`src/common/oneshot_pkg.sv`:
```
// Purpose: Shared constants and types for the chained one-shot timer block
// Assumes: 100 MHz core clock, 16-bit register port
// Notes:   Offsets are byte addresses on the plain register port
package oneshot_pkg;

  // Geometry
  localparam int TIMERS = 4;
  localparam int CW     = 16;

  // Register map: per-timer window, timer index in address bits 5:4
  localparam logic [3:0] REG_CTRL     = 4'h0;
  localparam logic [3:0] REG_RELOAD   = 4'h4;
  localparam logic [3:0] REG_COUNT    = 4'h8;
  localparam logic [7:0] REG_STATUS   = 8'h40;
  localparam logic [7:0] REG_MASK     = 8'h44;

  // Control register fields
  localparam int CTRL_ENABLE   = 0;
  localparam int CTRL_RESET    = 1;
  localparam int CTRL_STARTSEL = 2;
  localparam int CTRL_EXTTRIG  = 3;
  localparam int CTRL_EVTMODE  = 4;
  localparam int CTRL_RLDWRAP  = 5;
  localparam int CTRL_RUNNING  = 8;

  // Reset values
  localparam logic [CW-1:0]     RELOAD_RST = 16'h0000;
  localparam logic [CW-1:0]     COUNT_RST  = 16'h0000;
  localparam logic [TIMERS-1:0] MASK_RST   = 4'h0;

  // Timer tick period
  localparam int CLK_NS   = 10;
  localparam int TICK_NS  = 1000;
  localparam int TICK_CYC = (TICK_NS + CLK_NS - 1) / CLK_NS;

  // Shot state
  typedef enum logic {
    SHOT_IDLE,
    SHOT_RUN
  } shot_state_t;

endpackage : oneshot_pkg

```
`src/rtl/oneshot_timer.sv`:
```
// Purpose: Four chained one-shot timers with register port and interrupt
// Assumes: Register strobes one cycle long, read data one cycle later
// Notes:   Reads of unmapped addresses return zero; writes there are dropped
//
// How it works
// Each shot raises at most one interrupt, not a periodic stream.
// A shot starts from the enable bit alone or from enable with a chain or pin trigger.
// Triggers arriving while enable is clear are ignored.
// Hardware clears enable at the first count tick after start.
// Every start loads the reload value, then counts down only.
// Underflow halts the counter; it never wraps or restarts.
// The reload-on-wrap select bit is stored but steers nothing.
// Counting stops on underflow or on a written reset bit.
// The interrupt request fires at the underflow moment.
// In event mode, preceding timer overflow replaces the tick.
// Pulse output is high from start until the count stops.
// The count register always reads the live counter value.
// Writing the reset bit copies reload into the counter at once.
// Without reset, a new reload value enters only at the next start or at underflow.
// Software writes enable after programming reload.
// The event input pin may serve as the shot trigger.
// Sixteen-bit counters, four instances, underflows chained in order.
// One decrement per tick; interrupt flag sticks until cleared.
`timescale 1ns/10ps
module oneshot_timer (
  input  wire logic                            core_clk,
  input  wire logic                            rst_b,
  input  wire logic [7:0]                      regAddr,
  input  wire logic [oneshot_pkg::CW-1:0]      regWrData,
  input  wire logic                            regWrEn,
  input  wire logic                            regRdEn,
  output logic      [oneshot_pkg::CW-1:0]      regRdData,
  input  wire logic                            chainIn,
  input  wire logic [oneshot_pkg::TIMERS-1:0]  timerEventInputPin,
  output logic      [oneshot_pkg::TIMERS-1:0]  timerPulseOutputPin,
  output logic                                 chainOut,
  output logic                                 irq
);

  localparam int N  = oneshot_pkg::TIMERS;
  localparam int CW = oneshot_pkg::CW;

  ////////////////////////////////////////////////////////////////////////////
  // Storage

  logic [N-1:0]  enable_q;
  logic [N-1:0]  startSel_q;
  logic [N-1:0]  extTrig_q;
  logic [N-1:0]  evtMode_q;
  logic [N-1:0]  rldWrap_q;
  logic [CW-1:0] reload_q [N];
  logic [N-1:0]  status_q;
  logic [N-1:0]  mask_q;
  logic [CW-1:0] rdData_q;

  logic [CW-1:0] count     [N];
  logic [CW-1:0] ctrlView  [N];
  logic [N-1:0]  running;
  logic [N-1:0]  underflow;
  logic [N-1:0]  enableClr;
  logic [N:0]    chain;
  logic [N-1:0]  rstPulse;
  logic [N-1:0]  wrCtrl;
  logic [N-1:0]  wrReload;
  logic          tick;

  ////////////////////////////////////////////////////////////////////////////
  // Address decode

  wire       inTimers = (regAddr[7:6] == 2'b00);
  wire [1:0] tSel     = regAddr[5:4];
  wire [3:0] rSel     = regAddr[3:0];
  wire       wrStatus = regWrEn & (regAddr == oneshot_pkg::REG_STATUS);
  wire       wrMask   = regWrEn & (regAddr == oneshot_pkg::REG_MASK);

  ////////////////////////////////////////////////////////////////////////////
  // Timer tick

  tick_divider uDiv (
    .core_clk  (core_clk),
    .rst_b     (rst_b),
    .tickPulse (tick)
  );

  // Chain head comes from outside; each underflow feeds the next timer
  assign chain[0] = chainIn;
  assign chainOut = chain[N];

  ////////////////////////////////////////////////////////////////////////////
  // Per-timer register slices and counters

  for (genvar i = 0; i < N; i++) begin : gT
    localparam logic [1:0] IDX = 2'(i);

    // Strobe decode for this timer
    assign wrCtrl[i]   = regWrEn & inTimers & (tSel == IDX) & (rSel == oneshot_pkg::REG_CTRL);
    assign wrReload[i] = regWrEn & inTimers & (tSel == IDX) & (rSel == oneshot_pkg::REG_RELOAD);
    assign rstPulse[i] = wrCtrl[i] & regWrData[oneshot_pkg::CTRL_RESET];

    // Control readback; reset bit is an action and reads zero
    assign ctrlView[i] = {
      7'h00, running[i], 2'b00, rldWrap_q[i], evtMode_q[i],
      extTrig_q[i], startSel_q[i], 1'b0, enable_q[i]
    };

    // Control fields; enable cleared by hardware after start or by reset
    always_ff @(posedge core_clk or negedge rst_b) begin
      if (!rst_b) begin
        enable_q[i]   <= 1'b0;
        startSel_q[i] <= 1'b0;
        extTrig_q[i]  <= 1'b0;
        evtMode_q[i]  <= 1'b0;
        rldWrap_q[i]  <= 1'b0;
      end else if (wrCtrl[i]) begin
        enable_q[i]   <= regWrData[oneshot_pkg::CTRL_ENABLE] & ~rstPulse[i];
        startSel_q[i] <= regWrData[oneshot_pkg::CTRL_STARTSEL];
        extTrig_q[i]  <= regWrData[oneshot_pkg::CTRL_EXTTRIG];
        evtMode_q[i]  <= regWrData[oneshot_pkg::CTRL_EVTMODE];
        rldWrap_q[i]  <= regWrData[oneshot_pkg::CTRL_RLDWRAP];
      end else if (enableClr[i]) begin
        enable_q[i]   <= 1'b0;
      end
    end

    // Reload value; counter takes it only at start, reset or underflow
    always_ff @(posedge core_clk or negedge rst_b) begin
      if (!rst_b) begin
        reload_q[i] <= oneshot_pkg::RELOAD_RST;
      end else if (wrReload[i]) begin
        reload_q[i] <= regWrData;
      end
    end

    shot_unit uShot (
      .core_clk   (core_clk),
      .rst_b      (rst_b),
      .tick       (tick),
      .prevOvf    (chain[i]),
      .eventPin   (timerEventInputPin[i]),
      .enable     (enable_q[i]),
      .startSel   (startSel_q[i]),
      .extTrig    (extTrig_q[i]),
      .eventMode  (evtMode_q[i]),
      .timerReset (rstPulse[i]),
      .reloadVal  (reload_q[i]),
      .count      (count[i]),
      .running    (running[i]),
      .underflow  (underflow[i]),
      .enableClr  (enableClr[i])
    );

    assign chain[i+1] = underflow[i];

    // Start always loads the reload value
    chk_start_loads: assert property (@(posedge core_clk) disable iff (!rst_b)
      $rose(running[i]) |-> count[i] == $past(reload_q[i]))
      else $error("shot start did not load reload value");

    // Enable falls right after the automatic clear
    chk_enable_autoclear: assert property (@(posedge core_clk) disable iff (!rst_b)
      enableClr[i] && !wrCtrl[i] |=> !enable_q[i] ##1 running[i] || !enable_q[i])
      else $error("enable not cleared after first tick");

    // Exactly one decrement per timer tick while running
    chk_count_down: assert property (@(posedge core_clk) disable iff (!rst_b)
      running[i] && tick && !evtMode_q[i] && count[i] != 16'h0000 && !rstPulse[i]
      |=> count[i] == $past(count[i]) - 16'h0001)
      else $error("counter did not decrement by one");

    // Underflow halts the shot and drops the pulse output
    chk_underflow_halts: assert property (@(posedge core_clk) disable iff (!rst_b)
      underflow[i] |=> !running[i] && count[i] == $past(reload_q[i])
        ##1 !timerPulseOutputPin[i])
      else $error("counter kept running after underflow");

    // Underflow raises the sticky interrupt flag
    chk_irq_flag: assert property (@(posedge core_clk) disable iff (!rst_b)
      underflow[i] |=> status_q[i])
      else $error("underflow did not set interrupt flag");

    // Reset bit stops counting and copies reload
    chk_reset_copies: assert property (@(posedge core_clk) disable iff (!rst_b)
      rstPulse[i] |=> !running[i] && count[i] == $past(reload_q[i]) && !enable_q[i])
      else $error("reset bit did not reload counter");

    // No shot begins without enable
    chk_no_start_idle: assert property (@(posedge core_clk) disable iff (!rst_b)
      !enable_q[i] && !running[i] |=> !running[i])
      else $error("shot started with enable clear");

    // Flag stays set until written with a one
    chk_flag_sticky: assert property (@(posedge core_clk) disable iff (!rst_b)
      status_q[i] && !(wrStatus && regWrData[i]) |=> status_q[i])
      else $error("interrupt flag lost without clear");
  end

  // Pulse output follows the running state, one pulse per shot
  always_ff @(posedge core_clk or negedge rst_b) begin
    if (!rst_b) begin
      timerPulseOutputPin <= '0;
    end else begin
      timerPulseOutputPin <= running;
    end
  end

  ////////////////////////////////////////////////////////////////////////////
  // Interrupt status and mask

  // Set wins over a write-one clear in the same cycle
  always_ff @(posedge core_clk or negedge rst_b) begin
    if (!rst_b) begin
      status_q <= '0;
      mask_q   <= oneshot_pkg::MASK_RST;
    end else begin
      status_q <= (status_q & ~({N{wrStatus}} & regWrData[N-1:0])) | underflow;
      if (wrMask) begin
        mask_q <= regWrData[N-1:0];
      end
    end
  end

  assign irq = |(status_q & mask_q);

  ////////////////////////////////////////////////////////////////////////////
  // Read path

  // Register select for the read mux
  logic [CW-1:0] rdSel;
  always_comb begin
    rdSel = '0;
    if (inTimers) begin
      case (rSel)
        oneshot_pkg::REG_CTRL:   rdSel = ctrlView[tSel];
        oneshot_pkg::REG_RELOAD: rdSel = reload_q[tSel];
        oneshot_pkg::REG_COUNT:  rdSel = count[tSel];
        default:                 rdSel = '0;
      endcase
    end else if (regAddr == oneshot_pkg::REG_STATUS) begin
      rdSel = {12'h000, status_q};
    end else if (regAddr == oneshot_pkg::REG_MASK) begin
      rdSel = {12'h000, mask_q};
    end
  end

  // Read data stand only in the cycle after the strobe
  always_ff @(posedge core_clk or negedge rst_b) begin
    if (!rst_b) begin
      rdData_q <= '0;
    end else begin
      rdData_q <= regRdEn ? rdSel : '0;
    end
  end

  assign regRdData = rdData_q;

  // Count reads return the live counter
  chk_read_count: assert property (@(posedge core_clk) disable iff (!rst_b)
    regRdEn && inTimers && rSel == oneshot_pkg::REG_COUNT
    |=> regRdData == $past(count[tSel]))
    else $error("count read did not return counter value");

  // Interrupt line rises after any unmasked underflow
  chk_irq_level: assert property (@(posedge core_clk) disable iff (!rst_b)
    (underflow & mask_q) != '0 && !wrMask |=> irq)
    else $error("unmasked flag did not raise interrupt");

endmodule : oneshot_timer

```
`src/rtl/tick_divider.sv`:
```
// Purpose: Divides the core clock down to the timer tick enable
// Assumes: One clock domain
// Notes:   Tick is a one-cycle pulse every TICK_CYC cycles
`timescale 1ns/10ps
module tick_divider (
  input  wire logic core_clk,
  input  wire logic rst_b,
  output logic      tickPulse
);

  localparam int W = $clog2(oneshot_pkg::TICK_CYC);
  localparam logic [W-1:0] LAST = W'(oneshot_pkg::TICK_CYC - 1);

  logic [W-1:0] div_q;
  logic         tick_q;
  wire          wrapNow = (div_q == LAST);

  // Free-running divider with registered tick
  always_ff @(posedge core_clk or negedge rst_b) begin
    if (!rst_b) begin
      div_q  <= '0;
      tick_q <= 1'b0;
    end else begin
      div_q  <= wrapNow ? '0 : div_q + 1'b1;
      tick_q <= wrapNow;
    end
  end

  assign tickPulse = tick_q;

endmodule : tick_divider

```
`src/rtl/shot_unit.sv`:
```
// Purpose: One 16-bit one-shot down counter of the chain
// Assumes: Inputs synchronous to core_clk; control bits held by the register file
// Notes:   Underflow pulse doubles as the chain output to the next timer
`timescale 1ns/10ps
module shot_unit (
  input  wire logic                      core_clk,
  input  wire logic                      rst_b,
  input  wire logic                      tick,
  input  wire logic                      prevOvf,
  input  wire logic                      eventPin,
  input  wire logic                      enable,
  input  wire logic                      startSel,
  input  wire logic                      extTrig,
  input  wire logic                      eventMode,
  input  wire logic                      timerReset,
  input  wire logic [oneshot_pkg::CW-1:0] reloadVal,
  output logic      [oneshot_pkg::CW-1:0] count,
  output logic                           running,
  output logic                           underflow,
  output logic                           enableClr
);

  oneshot_pkg::shot_state_t state_q;
  logic [oneshot_pkg::CW-1:0] count_q;
  logic                       first_q;
  logic                       pin_q;

  // Tick source, trigger and start decode
  wire countTick = eventMode ? prevOvf : tick;
  wire pinRise   = eventPin & ~pin_q;
  wire trigger   = extTrig ? pinRise : prevOvf;
  wire isRun     = (state_q == oneshot_pkg::SHOT_RUN);
  wire startNow  = ~isRun & enable & (~startSel | trigger);
  wire atZero    = (count_q == '0);

  // Shot sequencing; software reset has priority
  always_ff @(posedge core_clk or negedge rst_b) begin
    if (!rst_b) begin
      state_q <= oneshot_pkg::SHOT_IDLE;
      count_q <= oneshot_pkg::COUNT_RST;
      first_q <= 1'b0;
      pin_q   <= 1'b0;
    end else begin
      pin_q <= eventPin;
      if (timerReset) begin
        state_q <= oneshot_pkg::SHOT_IDLE;
        count_q <= reloadVal;
        first_q <= 1'b0;
      end else if (startNow) begin
        state_q <= oneshot_pkg::SHOT_RUN;
        count_q <= reloadVal;
        first_q <= 1'b1;
      end else if (isRun && countTick) begin
        first_q <= 1'b0;
        if (atZero) begin
          state_q <= oneshot_pkg::SHOT_IDLE;
          count_q <= reloadVal;
        end else begin
          count_q <= count_q - 16'h0001;
        end
      end
    end
  end

  // Event outputs
  assign underflow = isRun & countTick & atZero & ~timerReset;
  assign enableClr = first_q & countTick & ~timerReset;
  assign running   = isRun;
  assign count     = count_q;

endmodule : shot_unit

```
`config.mk`:
```
export PLATFORM = sky130hd
export DESIGN_NAME = oneshot_timer
export DESIGN_NICKNAME = d
export VERILOG_FILES = /design/src/common/oneshot_pkg.sv /design/src/rtl/oneshot_timer.sv /design/src/rtl/tick_divider.sv /design/src/rtl/shot_unit.sv
export SDC_FILE = /design/constraint.sdc
export NUM_CORES = 1
export LEC_CHECK = 0
export BUFFER_PORTS_ARGS = -buffer_cell sky130_fd_sc_hd__buf_2
export CAP_MARGIN = 5
export CORE_MARGIN = 2
export CORE_UTILIZATION = 40
export CTS_BUF_LIST = sky130_fd_sc_hd__clkbuf_4 sky130_fd_sc_hd__clkbuf_8 sky130_fd_sc_hd__clkbuf_16
export DETAILED_ROUTE_END_ITERATION = 8
export SYNTH_ARGS = -nofsm -noshare
export SYNTH_HDL_FRONTEND = slang
export SYNTH_HIERARCHICAL = 1
export SYNTH_SLANG_ARGS = --single-unit
export TNS_END_PERCENT = 30
```
`constraint.sdc`:
```
create_clock -name core_clk -period 4.1 [get_ports core_clk]
set_clock_uncertainty 0.15 [all_clocks]
set_input_delay 0.205 -clock core_clk [delete_from_list [all_inputs] [get_ports core_clk]]
set_output_delay 0.205 -clock core_clk [all_outputs]
set_load 0.1 [all_outputs]
```
# After elaboration in Yosys (flattened, before gate mapping)
# Cells that the tools add are included.
[word_totals] in_bits=33 ff_bits=196 elab_cells=244 output_inout_bits=22
[classes] mux=75 n_reduce_logical=28 n_addsub=5 n_eq_ne=8 n_lt_le_gt_ge=1 bitwise_logic=81
[ops] op="16-bit two-way mux" n=24
[ops] op="16-bit binary-select mux with 2-bit select" n=3
[ops] op="16-bit zero test" n=4
[ops] op="16-bit by 1-bit subtractor with 16-bit output, second input constant" n=4
[ops] op="1-bit AND" n=55
[ops] op="16-bit case mux with 3 select lines" n=1
[ops] op="1-bit two-way mux" n=44
[ops] op="3-bit nonzero test" n=8
[ops] op="8-bit by 7-bit equality test with 1-bit output, second input constant" n=2
[ops] op="1-bit NOT" n=16
[ops] op="4-bit AND" n=3
[ops] op="4-bit two-way mux" n=2
[ops] op="2-bit AND reduction" n=4
[ops] op="2-bit nonzero test" n=4
[ops] op="7-bit by 1-bit adder with 7-bit output, second input constant" n=1
[ops] op="7-bit equality test, second input constant" n=1
[ops] op="7-bit two-way mux" n=1
[ops] op="2-bit equality test, second input constant" n=2
[ops] op="4-bit by 3-bit equality test with 1-bit output, second input constant" n=1
[ops] op="4-bit equality test, second input constant" n=1
[ops] op="1-bit logical AND" n=4
[ops] op="2-bit zero test" n=2
[ops] op="4-bit zero test" n=1
[ops] op="4-bit NOT" n=1
[ops] op="6 further kinds" n=9

# Depth between registers and ports, before layout
# Gate-level depths: netlist of the first run.
[logic_depth] word_depth=20 depth_mapped=18 ltp_nobuf=16

# Modules after synthesis
# The synthesis of the first run kept the hierarchy.
[by_module_without_submodules] mod="oneshot_timer" cells_each=349 n_inst=1 seq_area_each_um2=2802.7 area_each_um2=5439.0
[by_module_without_submodules] mod="shot_unit" cells_each=145 n_inst=4 seq_area_each_um2=475.5 area_each_um2=1271.2
[by_module_without_submodules] mod="tick_divider" cells_each=30 n_inst=1 seq_area_each_um2=200.2 area_each_um2=337.8

# Worst setup path before layout of the first run
# Ideal clock, no wire load.
[synth_timing] path_type="flip-flop to output port" start="reg gT[0].uShot.count_q (netlist bit gT[0].uShot/count[0])" end="out chainOut" t_required_ps=3745 path_stages_with_launch=15 path_buffers=0 path_slack_ps=-1080 t_arrival_ps=4825 cell_sequence="dfrtp_1 > inv_1 > ha_1 > nor4b_1 > nand4_1 > nor3_1 > mux2i_1 > nand2b_1 > nor3_1 > mux2i_1 > nand2b_1 > nor3_1 > mux2i_1 > nand2b_1 > nor3_1"
[synth_between] elab_chain_cells=15
[synth_lines] element="start: declaration" line="shot_unit.sv:24" rtl="logic [oneshot_pkg::CW-1:0] count_q;"
[synth_lines] element="start signal: assignment" line="shot_unit.sv:40" rtl="count_q <= oneshot_pkg::COUNT_RST;"
[synth_lines] element="start signal: assignment" line="shot_unit.sv:47" rtl="count_q <= reloadVal;"
[synth_lines] element="start signal: assignment" line="shot_unit.sv:51" rtl="count_q <= reloadVal;"
[synth_lines] element="16-bit zero test" line="shot_unit.sv:34" rtl="wire atZero = (count_q == '0);"
[synth_lines] element="1-bit AND (2 in series)" line="shot_unit.sv:66" rtl="assign underflow = isRun & countTick & atZero & ~timerReset;"
[synth_lines] element="via chain[1]" line="oneshot_timer.sv:61" rtl="logic [N:0] chain;"
[synth_lines] element="1-bit two-way mux" line="shot_unit.sv:29" rtl="wire countTick = eventMode ? prevOvf : tick;"
[synth_lines] element="1-bit AND (3 in series)" line="shot_unit.sv:66"
[synth_lines] element="via chain[2]" line="oneshot_timer.sv:61"
[synth_lines] element="1-bit two-way mux" line="shot_unit.sv:29"
[synth_lines] element="1-bit AND (3 in series)" line="shot_unit.sv:66"
[synth_lines] element="via chain[3]" line="oneshot_timer.sv:61"
[synth_lines] element="1-bit two-way mux" line="shot_unit.sv:29"
[synth_lines] element="1-bit AND (3 in series)" line="shot_unit.sv:66"
[synth_lines] element="end: declaration" line="oneshot_timer.sv:36" rtl="output logic chainOut,"
# The timed path passes the listed nets, and every way through them passes these cells.

# Worst setup path after layout of the first run
[layout_timing] start="in regAddr[0]" end="reg gT[3].uShot.count_q (netlist bit gT[3].uShot/count[15])"
[layout_between] elab_chain_cells=18 elab_cells_between_ends=29 classes_between="mux: 6; bitwise: 20; reduce/logical: 3"
[layout_lines] element="start: declaration" line="oneshot_timer.sv:28" rtl="input wire logic [7:0] regAddr,"
[layout_lines] element="4-bit zero test (*)" line="oneshot_timer.sv:96" rtl="assign wrCtrl[i] = regWrEn & inTimers & (tSel == IDX) & (rSel == oneshot_pkg::REG_CTRL);"
[layout_lines] element="1-bit AND (*)" line="oneshot_timer.sv:96"
[layout_lines] element="1-bit AND (*)" line="oneshot_timer.sv:98" rtl="assign rstPulse[i] = wrCtrl[i] & regWrData[oneshot_pkg::CTRL_RESET];"
[layout_lines] element="via rstPulse[0]" line="oneshot_timer.sv:62" rtl="logic [N-1:0] rstPulse;"
[layout_lines] element="1-bit NOT (*)" line="shot_unit.sv:66"
[layout_lines] element="1-bit AND (*)" line="shot_unit.sv:66"
[layout_lines] element="via chain[1]" line="oneshot_timer.sv:61"
[layout_lines] element="1-bit two-way mux (*)" line="shot_unit.sv:29"
[layout_lines] element="(+3 left out)"
[layout_lines] element="via chain[2]" line="oneshot_timer.sv:61"
[layout_lines] element="1-bit two-way mux (*)" line="shot_unit.sv:29"
[layout_lines] element="1-bit AND (*) (3 in series)" line="shot_unit.sv:66"
[layout_lines] element="via chain[3]" line="oneshot_timer.sv:61"
[layout_lines] element="1-bit two-way mux" line="shot_unit.sv:31" rtl="wire trigger = extTrig ? pinRise : prevOvf;"
[layout_lines] element="1-bit bitwise OR" line="shot_unit.sv:33" rtl="wire startNow = ~isRun & enable & (~startSel | trigger);"
[layout_lines] element="1-bit AND" line="shot_unit.sv:33"
[layout_lines] element="16-bit two-way mux" line="shot_unit.sv:49" rtl="end else if (startNow) begin"
[layout_lines] element="16-bit two-way mux" line="shot_unit.sv:45" rtl="if (timerReset) begin"
[layout_lines] element="end signal: assignment" line="shot_unit.sv:40"
[layout_lines] element="end signal: assignment" line="shot_unit.sv:47"
[layout_lines] element="end signal: assignment" line="shot_unit.sv:51"
[layout_lines] element="end: declaration" line="shot_unit.sv:24"
# The timed path passes the listed nets; every way through them passes the cells marked *.
# A chain may end at the register's enable or synchronous reset.

==> out/metrics.csv, run 1 <==
metric,value,unit
clock_latency,440,ps
routed_wl,30.8,mm
rsz0062_at_grt,false,
r2r-start,ctrlView[52],
seqPwrFrac,0.465,
start_util,0.405,
leakage,5.59,nW
critPathRequiredTime,4270,ps
synth.most_common_cell,dfrtp_1,
syn_inst,959,
h-tree-depth,4,
synth-seq-cells,196,
max_freq,255,MHz
worst_pin_slew,891,ps
critPathKind,input port to flip-flop,
viasPerCell,5.94,
maxSlewViolCount,0,
num-fill-cells,2426,
die_area,0.0285,mm^2
slew_headroom,0.406,
regToRegEndpoint,gT[3].uShot/count[15],
fin_ws,172,ps
finalCritPeriodShare,0.958,
p_clk_frac,0.336,
first_iter_violations,768,
final_cells,1405,
whs_endpoint,regRdData[0],
ant_nets,0,
comb_power_share,0.198,
grt_overflow,0,
grt_pass1_wl,48.1,mm
netlist.area_leader.share,0.452,
synth.area.top_cells,"dfrtp_1, mux2_2, mux4_2",
clk_pin_slew,70,ps
dp.cells,1352,
fin_area,0.0126,mm^2
synth_flop_cell,dfrtp_1,
startpoint_type,input port,
synth_seq_area_share,0.452,
async_reset_ff_frac,1.00,
maxCapViolations,0,
synth-edff-count,0,
fp.dieH,169,um
synth_nets,1001,
yosysWarnings,6,
nets,1093,
coreArea,0.0268,mm^2
first_pass_iters,5,
worstHoldStart,regRdEn,
outcome,"finished, final reports clean",
powerDensity,398,mW/mm^2
dp_hpwl,22.6,mm
switching_share,0.324,
dpl-instance-area,0.0117,mm^2
ios,55,
rrSetupSlack,430,ps
slowest_stage,dlygate4sd3_1,
grt_max_degree,107,
antenna_cells,0,
worstPathArrival,4100,ps
synth_cell_types,61,
die_x,169,um
hold_violations,0,
switchingPower,1.62,mW
post-place-ws,20.3,ps
gp_congestion,0.894,
slowest_delay,530,ps
synthesis.area,0.0109,mm^2
end_kind,flip-flop,
cts_made_buffers,17,
synth_area_leader_cell,dfrtp_1,
worstHoldPathType,input port to flip-flop,
postLayoutCoreUtil,0.469,
grt_pass1_vias,8051,
cts_root_buf,clkbuf_16,
setup_viol,0,
tns,0,ps
grtUsageTotal,0.221,
drive_gt1_frac,0.278,
synth_common_cells,"dfrtp_1, mux2_2, mux2i_1",
antenna_found_initial,0,
cts_tree,built,
ff2ff_path_depth,15,
vdd_ir_drop_max,0.000247,V
clkSinkCount,196,
vias,8346,
fin_crit,3930,ps
drcViolationCount,0,
port_buffers,54,
p_int,3.39,mW
num_rows,60,
area_growth,15.7,%
crit_chain,"dlygate4sd3_1, buf_2, nor4_4, nand3_1, nor2_1, nor3_2, mux2i_1, nand2b_4, nor3_4, mux2i_1, nand2b_1, nor3_2, nor2b_1, o32ai_2, nand2_2, buf_12, and3_1, a221o_1",
routedWlPerCell,21.9,um
clk_path_buf_depth,2,
crit_fanout,17,
synth_area_per_cell,11.3,um^2
whs_path_depth,3,
power groups by stage:
stage	sequential (mW)	combinational, mW	clock (mW)
6_report	2.33	0.994	1.68
5_1_grt	2.35	1.10	1.81
4_1_cts	2.32	0.988	1.72
3_5_place_dp	2.36	0.969	0
3_3_place_gp	2.35	0.952	0
2_1_floorplan	2.40	0.560	0
worst max-delay path: cells and delay by family:
family,cells,cell delay (ps)
muxes,2,430
AOI/OAI and AO/OA,2,720
buffers and inverters,3,910
and+or+nand+nor,11,1840
kinds of logic (layout without fill, tap and decap cells):
| logic type | after synthesis | in the layout | share of synthesized area |
|---|---|---|---|
| compound gates | 169 | 169 | 0.108 |
| xor+xnor | 2 | 2 | 0.00161 |
| fa+ha+maj | 9 | 9 | 0.0104 |
| buf+inv | 96 | 201 | 0.0419 |
| flops | 196 | 196 | 0.452 |
| mux | 192 | 192 | 0.231 |
| simple gates | 295 | 295 | 0.156 |
worst max-delay path by stage:
stage	endpoint	start	slack [ps]
3_5_place_dp	gT[3].uShot/count[4]	gT[0].uShot/count[11]	20
6_report	gT[3].uShot/count[15]	regAddr[0]	170
4_1_cts	chainOut	gT[0].uShot/count[0]	9
2_1_floorplan	gT[3].uShot/count[15]	regAddr[6]	160
3_3_place_gp	gT[3].uShot/count[2]	gT[0].uShot/count[11]	170
5_1_grt	chainOut	gT[0].uShot/count[9]	20
placed cells by master, fill, tap and decap left out, types with 5 or more instances in the layout:
| cell | n |
|---|---|
| a21oi_1 | 21 |
| a22oi_1 | 23 |
| a31oi_1 | 5 |
| and2_1 | 9 |
| buf_2 | 52 |
| buf_4 | 51 |
| clkbuf_16 | 17 |
| dfrtp_1 | 196 |
| dlygate4sd3_1 | 21 |
| ha_1 | 9 |
| inv_1 | 41 |
| inv_6 | 5 |
| mux2_2 | 85 |
| mux2i_1 | 69 |
| mux4_2 | 38 |
| nand2_1 | 40 |
| nand2_2 | 5 |
| nand2b_1 | 10 |
| nand3_1 | 27 |
| nand4_1 | 13 |
| nor2_1 | 55 |
| nor2b_1 | 9 |
| nor3_1 | 33 |
| nor3_2 | 7 |
| nor3b_1 | 10 |
| nor4_1 | 19 |
| o211ai_1 | 5 |
| o21ai_0 | 16 |
| o21ai_1 | 41 |
| o2bb2ai_1 | 28 |
| or3_1 | 14 |
state kept, by name, summed over array words and instances (netlist names):
register and count:
gT.uShot/running 4, uDiv/div_q 7, timerPulseOutputPin 4, gT.uShot/count 64
status_q 4, regRdData 16, reload_q 64, uDiv/tickPulse 1
mask_q 4, gT.uShot/first_q 4, gT.uShot/pin_q 4, ctrlView 20
metal layers:
layer	routed length, um	GRT usage	share of wire
met1	14300	0.333	0.46
met2	13800	0.331	0.45
met3	2090	0.0372	0.068
met4	612	0.0600	0.020
met5	0	0	0
stage by stage:
| step | hold slack, ps | total power [mW] |
|---|---|---|
| after global placement | 175 | 3.30 |
| after detailed placement | 179 | 3.32 |
| after CTS | 7.19 | 5.02 |
| after global routing | 77.2 | 5.26 |
| after floorplan | -241 | 2.96 |
| final | 80.2 | 5.01 |
final cells by class:
type / count / area [um^2] / share of cell area
Inverter: 41 / 154 / 0.0122
Tap cell: 341 / 427 / 0.0340
Clock buffer: 18 / 439 / 0.0349
Sequential cell: 196 / 4900 / 0.390
Multi-Input combinational cell: 667 / 5570 / 0.443
Clock inverter: 14 / 141 / 0.0113
Timing Repair Buffer: 128 / 927 / 0.0738
repair_timing:
item,CTS,global route
gates resized for setup,3,8
hold endpoints to repair,154,1
buffers inserted,0,0
pin swaps,0,3
endpoints found under the setup margin,3,15
hold buffers,20,1
Note: power is estimated with default switching activity, not from simulation.
==> inputs of run 2 (changes only) <==
BUFFER_PORTS_ARGS = -buffer_cell sky130_fd_sc_hd__buf_4   (was -buffer_cell sky130_fd_sc_hd__buf_2)
==> run 2 against run 1 <==
Combinational power is essentially flat. Final area grew 1.5%. First-iteration DRC count grew 19%. Critical path depth stayed put. Critical endpoint unchanged. Sequential power about the same. Cell count is 0.21% higher. Utilization rose by 0.70 points. Global-route usage is 0.88 points higher. Hold slack got worse by 15 ps.
==> out/metrics.csv, run 2 (same netlist as run 1, synthesis figures left out) <==
metric,value,unit
die_area,0.0285,mm^2
coreArea,0.0268,mm^2
rrSetupSlack,450,ps
grt_max_degree,123,
setup_viol,0,
finalCritPeriodShare,0.956,
num-fill-cells,2395,
leakage,5.65,nW
routed_wl,31.9,mm
r2r-start,ctrlView[52],
fp.dieH,169,um
die_x,169,um
hold_violations,0,
first_pass_iters,5,
ios,55,
ff2ff_path_depth,15,
clkSinkCount,196,
worst_pin_slew,1010,ps
slew_headroom,0.328,
port_buffers,54,
global_route.usage.met2,0.343,
ant_nets,0,
grtUsageTotal,0.230,
critPathKind,input port to flip-flop,
whs_path_depth,3,
start_util,0.405,
critPathRequiredTime,4270,ps
dpl-instance-area,0.0118,mm^2
max_freq,255,MHz
nets,1096,
end_kind,flip-flop,
drcViolationCount,0,
crit_fanout,10,
worstHoldStart,regRdEn,
antenna_cells,0,
area_growth,17.4,%
grtUsageMet1,0.343,
fin_area,0.0128,mm^2
drive_gt1_frac,0.277,
vdd_ir_drop_max,0.000260,V
startpoint_type,input port,
cts_tree,built,
powerDensity,397,mW/mm^2
clk_pin_slew,80,ps
clk_path_buf_depth,2,
routedWlPerCell,22.7,um
maxCapViolations,0,
first_iter_violations,915,
dp.cells,1348,
antenna_found_initial,0,
maxSlewViolCount,0,
worstPathArrival,4090,ps
grt_pass1_wl,49.7,mm
final_cells,1408,
regToRegEndpoint,gT[3].uShot/count[15],
cts_root_buf,clkbuf_16,
whs_endpoint,regRdData[3],
met3_usage,0.0407,
num_rows,60,
vias,8495,
grt_pass1_vias,8203,
clock_latency,440,ps
top_usage_layer,met1,
viasPerCell,6.03,
outcome,"finished, final reports clean",
h-tree-depth,4,
dp_hpwl,22.9,mm
fin_crit,3920,ps
gp_congestion,0.883,
grt_overflow,0,
layout_commonest_cell,dfrtp_1,
final_cell_mix,"dfrtp_1, buf_4, mux2_2",
worstHoldPathType,input port to flip-flop,
cts_made_buffers,17,
run 2: cell types whose count changed in the layout (fill, tap and decap cells not counted), moves of 2 or more:
cell and change:
buf_2 -52, buf_4 +51, clkinv_2 -2, clkinv_4 +2, clkinv_8 +3, dlygate4sd3_1 +4, nor4_2 +2
run 2: critical path, stage by stage:
cell and delay, ps:
dlygate4sd3_1 540, buf_4 170, nor4_4 280, nand3_1 140, nor2_1 300, nor3_2 100
mux2i_1 210, nand2b_4 180, nor3_4 50, mux2i_1 200, nand2b_4 190, nor3_4 50
nor2b_1 160, o32ai_2 320, buf_4 190, and2_1 390, nor2_1 90, a221o_1 330
run 2: how the worst max path moves through the flow:
stage                         start                     to  cells past startpoint
6_report                 regAddr[0]  gT[3].uShot/count[15]                     18
5_1_grt                  regAddr[0]  gT[3].uShot/count[15]                     18
4_1_cts        gT[0].uShot/count[0]               chainOut                     16
3_5_place_dp   gT[0].uShot/count[0]   gT[3].uShot/count[0]                     16
3_3_place_gp   gT[0].uShot/count[0]   gT[3].uShot/count[0]                     16
2_1_floorplan            regAddr[6]  gT[3].uShot/count[15]                     16
run 2: layout make-up:
type                    instances  area [um^2]  area share
well taps                     341          427      0.0335
flip-flops and latches        196         4900       0.385
clock inverters                15          163      0.0128
multi-input cells             667         5590       0.438
repair buffers                131         1090      0.0855
clock buffers                  17          425      0.0334
inverters                      41          154      0.0121
run 2: per-layer routing:
| metal | up-vias | part of all wire |
|---|---|---|
| li1 | 3811 | - |
| met1 | 4351 | 0.46 |
| met2 | 291 | 0.45 |
| met3 | 42 | 0.066 |
| met4 | 0 | 0.021 |
| met5 | - | 0 |
run 2: stage by stage:
step | setup TNS [ps] | utilization | hold slack, ps | total power, mW | worst slack, ps
2_1_floorplan | 0 | - | -241 | 2.96 | 157
3_3_place_gp | 0 | 0.440 | 174 | 3.33 | 162
3_5_place_dp | 0 | 0.440 | 175 | 3.35 | 55.1
4_1_cts | 0 | 0.473 | 52.1 | 5.07 | 58.1
5_1_grt | -21.0 | 0.476 | 111 | 5.29 | -21.0
6_report | 0 | 0.476 | 64.9 | 5.06 | 180
run 2: what timing repair did:
action,in CTS,in global routing
gates resized for setup,10,6
hold buffers,25,0
endpoints found under the hold margin,205,0
endpoints found under the setup margin,2,4
pin swaps,4,5
setup buffers,0,3
run 2: power breakdown:
part	leakage (nW)	switching, mW	total [mW]	internal, mW
Sequential	2.61	0.243	2.34	2.10
Combinational	2.75	0.584	1.02	0.433
Clock	0.285	0.881	1.70	0.821
Total	5.65	1.71	5.06	3.36
